===== config.mk =====
export PLATFORM = sky130hd
export DESIGN_NAME = phy_irq_status_advreg_access
export DESIGN_NICKNAME = d
export VERILOG_FILES = /design/src/phy_mgmt_pkg.sv /design/src/phy_irq_status_advreg_access.sv
export SDC_FILE = /design/constraint.sdc
export NUM_CORES = 1
export LEC_CHECK = 0
export ABC_AREA = 0
export BUFFER_PORTS_ARGS = -buffer_cell sky130_fd_sc_hd__buf_4
export CAP_MARGIN = 5
export CELL_PAD_IN_SITES_DETAIL_PLACEMENT = 1
export CELL_PAD_IN_SITES_GLOBAL_PLACEMENT = 1
export CORE_ASPECT_RATIO = 0.9
export CORE_UTILIZATION = 30
export CTS_CLUSTER_DIAMETER = 60
export DETAILED_ROUTE_END_ITERATION = 12
export PLACE_DENSITY_LB_ADDON = 0.15
export SKIP_CTS_REPAIR_TIMING = 1
export SYNTH_ARGS = -nofsm -noshare
export SYNTH_HDL_FRONTEND = slang
export SYNTH_SLANG_ARGS = --single-unit

===== constraint.sdc =====
create_clock -name i_mclk -period 1.45 [get_ports i_mclk]
set_input_delay 0 -clock i_mclk [delete_from_list [all_inputs] [get_ports i_mclk]]
set_output_delay 0 -clock i_mclk [all_outputs]
set_load 0.02 [all_outputs]

===== src/phy_mgmt_pkg.sv =====
// constants for the interrupt, special status and advanced register block
// assumes a 16-bit management register space indexed by a 5-bit number
package phy_mgmt_pkg;

  localparam int          REG_W            = 16;
  localparam int          IDX_W            = 5;
  localparam int          ADV_W            = 7;
  localparam int          CNT_W            = 48;

  // management register indices
  localparam logic [4:0]  IDX_ADV_ADDR     = 5'h14;
  localparam logic [4:0]  IDX_ADV_DATA     = 5'h15;
  localparam logic [4:0]  IDX_INT_FLAGS    = 5'h1d;
  localparam logic [4:0]  IDX_INT_MASK     = 5'h1e;
  localparam logic [4:0]  IDX_SPECIAL      = 5'h1f;

  // interrupt flag positions
  localparam int          BIT_TX_OVF       = 10;
  localparam int          BIT_TX_UNF       = 9;
  localparam int          BIT_IDLE_OVF     = 8;
  localparam int          BIT_ENERGY       = 7;
  localparam int          BIT_AN_DONE      = 6;
  localparam int          BIT_REMOTE_FLT   = 5;
  localparam int          BIT_LINK_DOWN    = 4;
  localparam int          BIT_PARTNER_ACK  = 3;
  localparam int          BIT_CFG_FAULT    = 2;
  localparam int          BIT_PAGE_RX      = 1;
  localparam logic [15:0] FLAG_IMPL_MASK   = 16'h07fe;
  localparam logic [15:0] FLAG_RESET       = 16'h0000;
  localparam logic [15:0] MASK_RESET       = 16'h0000;

  // special status fields
  localparam int          BIT_SPC_AN_DONE  = 12;
  localparam int          SPD_LSB          = 2;
  localparam int          SPD_MSB          = 4;
  localparam logic [2:0]  SPD_RESET        = 3'h0;

  // advanced address port fields
  localparam int          BIT_ADV_READ     = 15;
  localparam int          ADV_RSV_LSB      = 7;
  localparam int          ADV_RSV_MSB      = 14;
  localparam logic [7:0]  ADV_RSV_RESET    = 8'h00;
  localparam logic [6:0]  ADV_ADDR_RESET   = 7'h00;
  localparam logic [15:0] ADV_DATA_RESET   = 16'h0000;

  // advanced register numbers
  localparam logic [6:0]  ADV_USER1        = 7'h00;
  localparam logic [6:0]  ADV_USER2        = 7'h01;
  localparam logic [6:0]  ADV_RXGOOD_HI    = 7'h02;
  localparam logic [6:0]  ADV_RXGOOD_MID   = 7'h03;
  localparam logic [6:0]  ADV_RXGOOD_LO    = 7'h04;
  localparam logic [6:0]  ADV_CRC_HI       = 7'h05;
  localparam logic [6:0]  ADV_CRC_MID      = 7'h06;
  localparam logic [6:0]  ADV_CRC_LO       = 7'h07;
  localparam logic [6:0]  ADV_RXERR_DATA   = 7'h08;
  localparam logic [6:0]  ADV_RXERR_IDLE   = 7'h09;
  localparam logic [6:0]  ADV_TXPKT_HI     = 7'h0a;
  localparam logic [6:0]  ADV_TXPKT_MID    = 7'h0b;
  localparam logic [6:0]  ADV_TXPKT_LO     = 7'h0c;

endpackage


===== src/phy_irq_status_advreg_access.sv =====
// interrupt flags and mask, special status and the indirect advanced register read path
// assumes a management engine on i_mclk issuing one-cycle read and write strobes,
// and status sources and counters on the same clock
//
// Summary of operation
// - tx elastic overflow sets flag 10, underflow sets flag 9
// - idle error counter overflow sets flag 8
// - energy present rising from 0 to 1 sets flag 7
// - autoneg completion sets flag 6, partner acknowledge sets flag 3
// - remote fault sets flag 5, link going down sets flag 4
// - parallel detection fault or master/slave config fault sets flag 2
// - a received autoneg page sets flag 1
// - flags reset to 0, stay latched until cleared by writing one
// - flag bits 15:11 and bit 0 are reserved, read zero
// - mask bits 10:1 are read/write enables, 1 enables, reset 0
// - special status bit 12 shows autoneg done
// - reading special status clears nothing
// - special status bits 4:2 encode resolved speed and duplex
// - speed and duplex field loads from the autoneg outcome
// - after that write the selected contents appear at the data port
// - advanced registers take no writes; bits are read-only or read-clear
// - U0,U1 user status; U2-U4 good packet counter high, mid, low
// - U5-U7 crc counter high, mid, low; U8 data errors; U9 idle errors
// - U10-U12 transmit packet counter high, mid, low
// - read bit 15 self-clears; address 6:0 selects 0..12; bits 14:7 stored
// - data port is read-only at index 21, resets to zero
// - counters read low, mid, high; reading high clears the whole counter
`timescale 1ns/1ps

module phy_irq_status_advreg_access
  import phy_mgmt_pkg::*;
(
  input  wire logic        i_mclk,
  input  wire logic        i_reset_n,
  // management register access
  input  wire logic [4:0]  i_reg_index,
  input  wire logic        i_reg_wr,
  input  wire logic        i_reg_rd,
  input  wire logic [15:0] i_reg_wdata,
  output logic      [15:0] o_reg_rdata,
  output logic             o_reg_rvalid,
  // interrupt event sources
  input  wire logic        i_tx_elastic_overflow,
  input  wire logic        i_tx_elastic_underflow,
  input  wire logic        i_idle_error_overflow,
  input  wire logic        i_energy_present,
  input  wire logic        i_autoneg_done,
  input  wire logic        i_remote_fault,
  input  wire logic        i_link_up,
  input  wire logic        i_partner_ack,
  input  wire logic        i_parallel_detect_fault,
  input  wire logic        i_ms_config_fault,
  input  wire logic        i_page_received,
  input  wire logic [2:0]  i_resolved_speed_duplex,
  output logic             o_irq,
  // advanced register sources
  input  wire logic [15:0] i_user_status1,
  input  wire logic [15:0] i_user_status2,
  input  wire logic [47:0] i_rx_good_count,
  input  wire logic [47:0] i_crc_error_count,
  input  wire logic [15:0] i_rx_error_data_count,
  input  wire logic [15:0] i_rx_error_idle_count,
  input  wire logic [47:0] i_tx_packet_count,
  output logic             o_rx_good_clear,
  output logic             o_crc_error_clear,
  output logic             o_tx_packet_clear
);

  ////////////////////////////////////////////////////////////////////////////
  // state

  logic [15:0] flags_q;
  logic [15:0] flags_d;
  logic [15:0] mask_q;
  logic [2:0]  speed_q;
  logic        an_done_q;
  logic        energy_prev_q;
  logic        link_prev_q;
  logic [7:0]  adv_rsv_q;
  logic [6:0]  adv_addr_q;
  logic [15:0] adv_data_q;
  logic [15:0] set_vec;
  logic        wr_flags;
  logic        wr_adv_addr;
  logic        adv_read_req;
  logic [6:0]  adv_sel;

  function automatic logic rising(input logic now, input logic prev);
    rising = now & ~prev;
  endfunction

  function automatic logic [15:0] adv_mux(
    input logic [6:0]  sel,
    input logic [15:0] u1,
    input logic [15:0] u2,
    input logic [47:0] good,
    input logic [47:0] crc,
    input logic [15:0] edata,
    input logic [15:0] eidle,
    input logic [47:0] tx
  );
    case (sel)
      ADV_USER1:      adv_mux = u1;
      ADV_USER2:      adv_mux = u2;
      ADV_RXGOOD_HI:  adv_mux = good[47:32];
      ADV_RXGOOD_MID: adv_mux = good[31:16];
      ADV_RXGOOD_LO:  adv_mux = good[15:0];
      ADV_CRC_HI:     adv_mux = crc[47:32];
      ADV_CRC_MID:    adv_mux = crc[31:16];
      ADV_CRC_LO:     adv_mux = crc[15:0];
      ADV_RXERR_DATA: adv_mux = edata;
      ADV_RXERR_IDLE: adv_mux = eidle;
      ADV_TXPKT_HI:   adv_mux = tx[47:32];
      ADV_TXPKT_MID:  adv_mux = tx[31:16];
      ADV_TXPKT_LO:   adv_mux = tx[15:0];
      default:        adv_mux = 16'h0000;
    endcase
  endfunction

  ////////////////////////////////////////////////////////////////////////////
  // interrupt flags

  always_comb begin
    set_vec                  = 16'h0000;
    set_vec[BIT_TX_OVF]      = i_tx_elastic_overflow;
    set_vec[BIT_TX_UNF]      = i_tx_elastic_underflow;
    set_vec[BIT_IDLE_OVF]    = i_idle_error_overflow;
    set_vec[BIT_ENERGY]      = rising(i_energy_present, energy_prev_q);
    set_vec[BIT_AN_DONE]     = rising(i_autoneg_done, an_done_q);
    set_vec[BIT_REMOTE_FLT]  = i_remote_fault;
    set_vec[BIT_LINK_DOWN]   = rising(link_prev_q, i_link_up);
    set_vec[BIT_PARTNER_ACK] = i_partner_ack;
    set_vec[BIT_CFG_FAULT]   = i_parallel_detect_fault | i_ms_config_fault;
    set_vec[BIT_PAGE_RX]     = i_page_received;
  end

  assign wr_flags = i_reg_wr & (i_reg_index == IDX_INT_FLAGS);

  // a new event beats a clear in the same cycle so no cause is lost
  always_comb begin
    flags_d = flags_q;
    if (wr_flags) begin
      flags_d = flags_d & ~i_reg_wdata;
    end
    flags_d = (flags_d | set_vec) & FLAG_IMPL_MASK;
  end

  always_ff @(posedge i_mclk or negedge i_reset_n) begin
    if (!i_reset_n) begin
      flags_q <= FLAG_RESET;
    end else begin
      flags_q <= flags_d;
    end
  end

  always_ff @(posedge i_mclk or negedge i_reset_n) begin
    if (!i_reset_n) begin
      mask_q <= MASK_RESET;
    end else if (i_reg_wr && i_reg_index == IDX_INT_MASK) begin
      mask_q <= i_reg_wdata & FLAG_IMPL_MASK;
    end
  end

  assign o_irq = |(flags_q & mask_q);

  ////////////////////////////////////////////////////////////////////////////
  // source history and special status

  always_ff @(posedge i_mclk or negedge i_reset_n) begin
    if (!i_reset_n) begin
      energy_prev_q <= 1'b0;
      link_prev_q   <= 1'b0;
      an_done_q     <= 1'b0;
    end else begin
      energy_prev_q <= i_energy_present;
      link_prev_q   <= i_link_up;
      an_done_q     <= i_autoneg_done;
    end
  end

  // held between negotiations so software sees the last outcome
  always_ff @(posedge i_mclk or negedge i_reset_n) begin
    if (!i_reset_n) begin
      speed_q <= SPD_RESET;
    end else if (rising(i_autoneg_done, an_done_q)) begin
      speed_q <= i_resolved_speed_duplex;
    end
  end

  ////////////////////////////////////////////////////////////////////////////
  // advanced register access

  assign wr_adv_addr  = i_reg_wr & (i_reg_index == IDX_ADV_ADDR);
  assign adv_read_req = wr_adv_addr & i_reg_wdata[BIT_ADV_READ];
  assign adv_sel      = i_reg_wdata[ADV_W-1:0];

  always_ff @(posedge i_mclk or negedge i_reset_n) begin
    if (!i_reset_n) begin
      adv_rsv_q  <= ADV_RSV_RESET;
      adv_addr_q <= ADV_ADDR_RESET;
    end else if (wr_adv_addr) begin
      adv_rsv_q  <= i_reg_wdata[ADV_RSV_MSB:ADV_RSV_LSB];
      adv_addr_q <= adv_sel;
    end
  end

  // index 21 has no write path at all
  always_ff @(posedge i_mclk or negedge i_reset_n) begin
    if (!i_reset_n) begin
      adv_data_q <= ADV_DATA_RESET;
    end else if (adv_read_req) begin
      adv_data_q <= adv_mux(adv_sel, i_user_status1, i_user_status2,
                            i_rx_good_count, i_crc_error_count,
                            i_rx_error_data_count, i_rx_error_idle_count,
                            i_tx_packet_count);
    end
  end

  // the high part is latched before the clear lands, so the value read is intact
  always_ff @(posedge i_mclk or negedge i_reset_n) begin
    if (!i_reset_n) begin
      o_rx_good_clear   <= 1'b0;
      o_crc_error_clear <= 1'b0;
      o_tx_packet_clear <= 1'b0;
    end else begin
      o_rx_good_clear   <= adv_read_req && adv_sel == ADV_RXGOOD_HI;
      o_crc_error_clear <= adv_read_req && adv_sel == ADV_CRC_HI;
      o_tx_packet_clear <= adv_read_req && adv_sel == ADV_TXPKT_HI;
    end
  end

  ////////////////////////////////////////////////////////////////////////////
  // read data

  always_ff @(posedge i_mclk or negedge i_reset_n) begin
    if (!i_reset_n) begin
      o_reg_rdata  <= 16'h0000;
      o_reg_rvalid <= 1'b0;
    end else begin
      o_reg_rvalid <= i_reg_rd;
      if (i_reg_rd) begin
        case (i_reg_index)
          IDX_ADV_ADDR:  o_reg_rdata <= {1'b0, adv_rsv_q, adv_addr_q};
          IDX_ADV_DATA:  o_reg_rdata <= adv_data_q;
          IDX_INT_FLAGS: o_reg_rdata <= flags_q;
          IDX_INT_MASK:  o_reg_rdata <= mask_q;
          IDX_SPECIAL: begin
            o_reg_rdata                  <= 16'h0000;
            o_reg_rdata[BIT_SPC_AN_DONE] <= an_done_q;
            o_reg_rdata[SPD_MSB:SPD_LSB] <= speed_q;
          end
          default:       o_reg_rdata <= 16'h0000;
        endcase
      end
    end
  end
endmodule


# After elaboration in Yosys (flattened, before gate mapping)
# Index checks and enable logic that the tools add are counted.
# totals
regBits,77
in_bits,247
out_inout_bits,21
word_cells,54
# classes
eq_ne,17
n_mux,3
bitwise_logic,14
n_reduce_logical,6
# ops
operator,n
16-bit one-hot mux with 13 select lines,1
16-bit one-hot mux with 5 select lines,1
7-bit by 4-bit == test with 1-bit output (second input constant),5
7-bit by 3-bit == test with 1-bit output (second input constant),4
5-bit == test (second input constant),5
11-bit AND,2
16-bit OR reduction,1
7-bit by 2-bit == test with 1-bit output (second input constant),2
11-bit 2-to-1 mux,1
11-bit NOT,1
11-bit bitwise OR,1
7-bit by 1-bit == test with 1-bit output (second input constant),1
7-bit zero test,1
1-bit AND,6
1-bit logical AND,4
1-bit NOT,3
1-bit bitwise OR,1

# Logic depth before layout (Yosys ltp)
# depth
depth_word,4
ltp_mapped,8
ltp_nobuf,5

# Least setup slack after synthesis
# OpenSTA, ideal clock, no wires.
# synth_path
path_type,input to register
startpoint,input port i_reg_wdata[3]
endpoint,register adv_data_q[5]
setup_time_ns,0.127
arrival_ns,1.337
required_ns,1.323
slack_ns,-0.013
stages,6
n_path_buf,1
path_cell_list,buf_6 -> mux2_2 -> a221oi_2 -> nor4_1 -> a311o_1 -> a221o_2
# synth_via
elab_chain_len,2
word_cells_on_any_way,14
classes_between,12 x eq/ne; 1 x mux; 1 x reduce/logical
# synth_lines
element,line,source
from (decl),phy_irq_status_advreg_access.sv:39,"input wire logic [15:0] i_reg_wdata,"
7-bit by 4-bit == test with 1-bit output (tied with other cells),phy_irq_status_advreg_access.sv:102,case (sel)
16-bit one-hot mux with 13 select lines (*),phy_irq_status_advreg_access.sv:102,
to (signal assigned),phy_irq_status_advreg_access.sv:212,"adv_data_q <= adv_mux(adv_sel, i_user_status1, i_user_status2,"
to (decl),phy_irq_status_advreg_access.sv:81,logic [15:0] adv_data_q;
# Mark *: on every way between the ends. The rest lies on a longest branch, timed or not.
# A chain may end at the register's enable or synchronous reset.

# Worst setup path after layout
# layout_path
startpoint,input port i_reg_wdata[0]
endpoint,register adv_data_q[9]
# The elaborated chain is that of the path after synthesis.

==> impl_metrics.json <==
{
  "outcome": "finished, violations left",
  "violations": "negative setup slack",
  "critPathMaxFanout": 14,
  "htreeDepth": 3,
  "max_clock_freq_ghz": 0.658,
  "synth-warning-count": 0,
  "end_kind": "flop",
  "critPathBufInv": 3,
  "avgSynthCellArea_um2": 9.43,
  "layout-drive-gt1-share_pct": 50.5,
  "synth_xor_area_share_pct": 0,
  "clk_pin_slew_ns": 0.06,
  "synth_fa_ha_area_share_pct": 0,
  "worstHoldPathType": "input pin to flop",
  "gp_congestion": 0.940,
  "syn_inst": 556,
  "viasPerCell": 5.53,
  "overflow": 0,
  "ir_drop_mv": 0.643,
  "synth_most_common_cell": "dfrtp_1",
  "fin_crit_sh_pct": 105,
  "synth.top_cell.area_share_pct": 36.7,
  "drc": 0,
  "ys_ff_latch": 77,
  "crit_chain": "buf_6, buf_12, and2_1, a221oi_1, a211oi_1, a2111oi_2, buf_4, o21ai_0",
  "firstDrtPassIters": 6,
  "io_pins": 268,
  "die_x_um": 141,
  "seqCellArea_um2": 1930,
  "rsz0062_at_grt": "yes",
  "dieArea_um2": 18000,
  "r2r_slack_ns": 0.07,
  "insertion_delay_ns": 0.33,
  "antenna_cells": 0,
  "critPathTopFamily": "compound AO/OA/AOI/OAI gates",
  "tightestPinTransition_ns": 0.629,
  "final-hold-violation-count": 0,
  "fp.coreArea_um2": 17000,
  "cts.sinks": 77,
  "antenna_found_initial": 0,
  "grt_max_degree": 35,
  "crit_type": "input pin to flop",
  "async_flop_share_pct": 100,
  "synth_top_family_by_area": "compound AO/OA/AOI/OAI gates",
  "start_kind": "input pin",
  "clockRootBuffer": "clkbuf_16",
  "crit_path_max_incr_delay_ns": 0.46,
  "syn2layout_area_growth_pct": 71.3,
  "fp.dieH_um": 127,
  "fin_skew_ns": 0.00507,
  "drt_iter0_drc": 479,
  "synthSimpleGateAreaFrac_pct": 15.2,
  "hold-worst-slack_ns": 0.0243,
  "clock_path_buffers": 2,
  "first_global_vias": 6985,
  "postRouteAntennaNets": 0,
  "final_cells": 1184,
  "ys_types": 62,
  "p_leak_nw": 4.14,
  "via_count": 6553,
  "synthMuxAreaShare_pct": 14.2,
  "worstPathArrival_ns": 1.73,
  "drt_wl_total_um": 27600,
  "synth_edf_count": 0,
  "grt_pass1_wl_um": 40700,
  "setup_violations": 2,
  "multi_input_area_um2": 3050,
  "report.final.slew_viol_count": 0,
  "cts_tree": "done",
  "cts_buffers": 9,
  "maxCapViolCount": 0,
  "grt_usage_pct": 30.6,
  "detailed_place.area_um2": 8390,
  "wire_per_inst_um": 23.3,
  "rows": 45,
  "synth-seq-area-share_pct": 36.7,
  "synth_compound_area_share_pct": 27.6,
  "yosys.area.top_type": "dfrtp_1",
  "fin_area_um2": 8980,
  "final.min_clock_period_ns": 1.52,
  "initial_core_util_pct": 30.8,
  "crit_required_ns": 1.66,
  "final_core_util_pct": 52.8,
  "synthesis.area_um2": 5240,
  "setup_tns_ns": -0.130,
  "synth.area.top_cells": "dfrtp_1 (37%), mux2_2 (8.8%), a22oi_1 (5.4%)",
  "nFillCells": 1993,
  "max_slew_margin_pct": 57.9,
  "setup_slack_ns": -0.0698,
  "portBuffers": 267,
  "power_density_nw_per_um2": 720,
  "hpwlAfterDp_um": 22700,
  "synth_ff_type": "dfrtp_1",
  "slowest_stage": "a2111oi_2",
  "nets": 1191,
  "syn_nets": 803,
  "placedCellCount": 1143,
  "synthTopCellsByCount": "dfrtp_1 (77), nand2_1 (44), mux2_2 (41), a22oi_1 (38), clkbuf_1 (27)"
}
-- cells by family (layout without fill, tap and decap cells) --
group	count (synthesis)	in the layout
flops	77	77
compound gates	190	190
mux	67	67
buf+inv	72	465
simple gates	150	150
-- where the power goes --
part           leakage, nW  switching, mW  internal [mW]
clock                0.143          0.871           1.38
sequential           0.974          0.118           2.32
combinational         3.02          0.765           1.02
-- area by class of cell --
| type | count | area share [%] |
|---|---|---|
| Timing Repair Buffer | 429 | 37.3 |
| Multi-Input combinational cell | 407 | 33.9 |
| Sequential cell | 77 | 21.4 |
| Tap cell | 235 | 3.27 |
| Clock buffer | 12 | 2.74 |
| Inverter | 20 | 0.836 |
| Clock inverter | 4 | 0.529 |
-- registers in the layout, indices dropped and copies added, names as in the netlist --
name,flops
adv_addr_q,7
link_prev_q,1
o_reg_rvalid,1
adv_rsv_q,8
o_crc_error_clear,1
adv_data_q,16
o_reg_rdata,16
energy_prev_q,1
o_tx_packet_clear,1
speed_q,3
an_done_q,1
mask_q,10
flags_q,10
o_rx_good_clear,1
-- worst reg2reg max path, cell delays in order, from the launching register on --
cell	delay, ns
dfrtp_1	0.41
a222oi_1	0.32
a21boi_0	0.37
o22ai_1	0.12
-- placed cells by master, fill, tap and decap left out, types with 9 or more instances in the layout --
| cell | netlist | final |
|---|---|---|
| buf_4 | 1 | 399 |
| dfrtp_1 | 77 | 77 |
| nand2_1 | 44 | 44 |
| mux2_2 | 41 | 40 |
| a22oi_1 | 38 | 38 |
| mux2i_1 | 24 | 24 |
| dlygate4sd3_1 | 0 | 24 |
| o21ai_0 | 23 | 22 |
| inv_1 | 20 | 20 |
| nor2_1 | 19 | 19 |
| o22ai_1 | 19 | 19 |
| nand3_1 | 18 | 18 |
| a22o_1 | 14 | 14 |
| nor2b_1 | 12 | 11 |
| nand4_1 | 11 | 11 |
| a21oi_1 | 11 | 11 |
| a31oi_1 | 9 | 9 |
| clkbuf_16 | 0 | 9 |
-- path summary, 6_finish.rpt --
| kind | to | start | depth (start not counted) |
|---|---|---|---|
| max reg2reg | o_reg_rdata[1] | flags_q[1] | 3 |
| min in group asynchronous | o_crc_error_clear | i_reset_n | 2 |
| max | adv_data_q[9] | i_reg_wdata[0] | 8 |
| max in group asynchronous | mask_q[5] | i_reset_n | 3 |
| min | flags_q[4] | i_reg_wdata[4] | 3 |
| min reg2reg | flags_q[4] | link_prev_q | 1 |
-- layer usage --
| metal | global-route usage (%) | vias to the layer above | wire (um) |
|---|---|---|---|
| li1 | - | 2952 | - |
| met5 | 0 | - | 0 |
| met3 | 5.47 | 67 | 1720 |
| met4 | 12.1 | 0 | 1020 |
| met1 | 38.7 | 3218 | 11600 |
| met2 | 51.8 | 316 | 13300 |
-- through the flow --
stage               total power [mW]  setup slack, ns
floorplan                       3.05           0.0146
global placement                4.11           -0.538
detailed placement              4.16           -0.528
CTS                             6.40           -0.210
global route                    6.72           -0.125
finish                          6.47          -0.0698
Note: power is estimated with default switching activity, not from simulation.
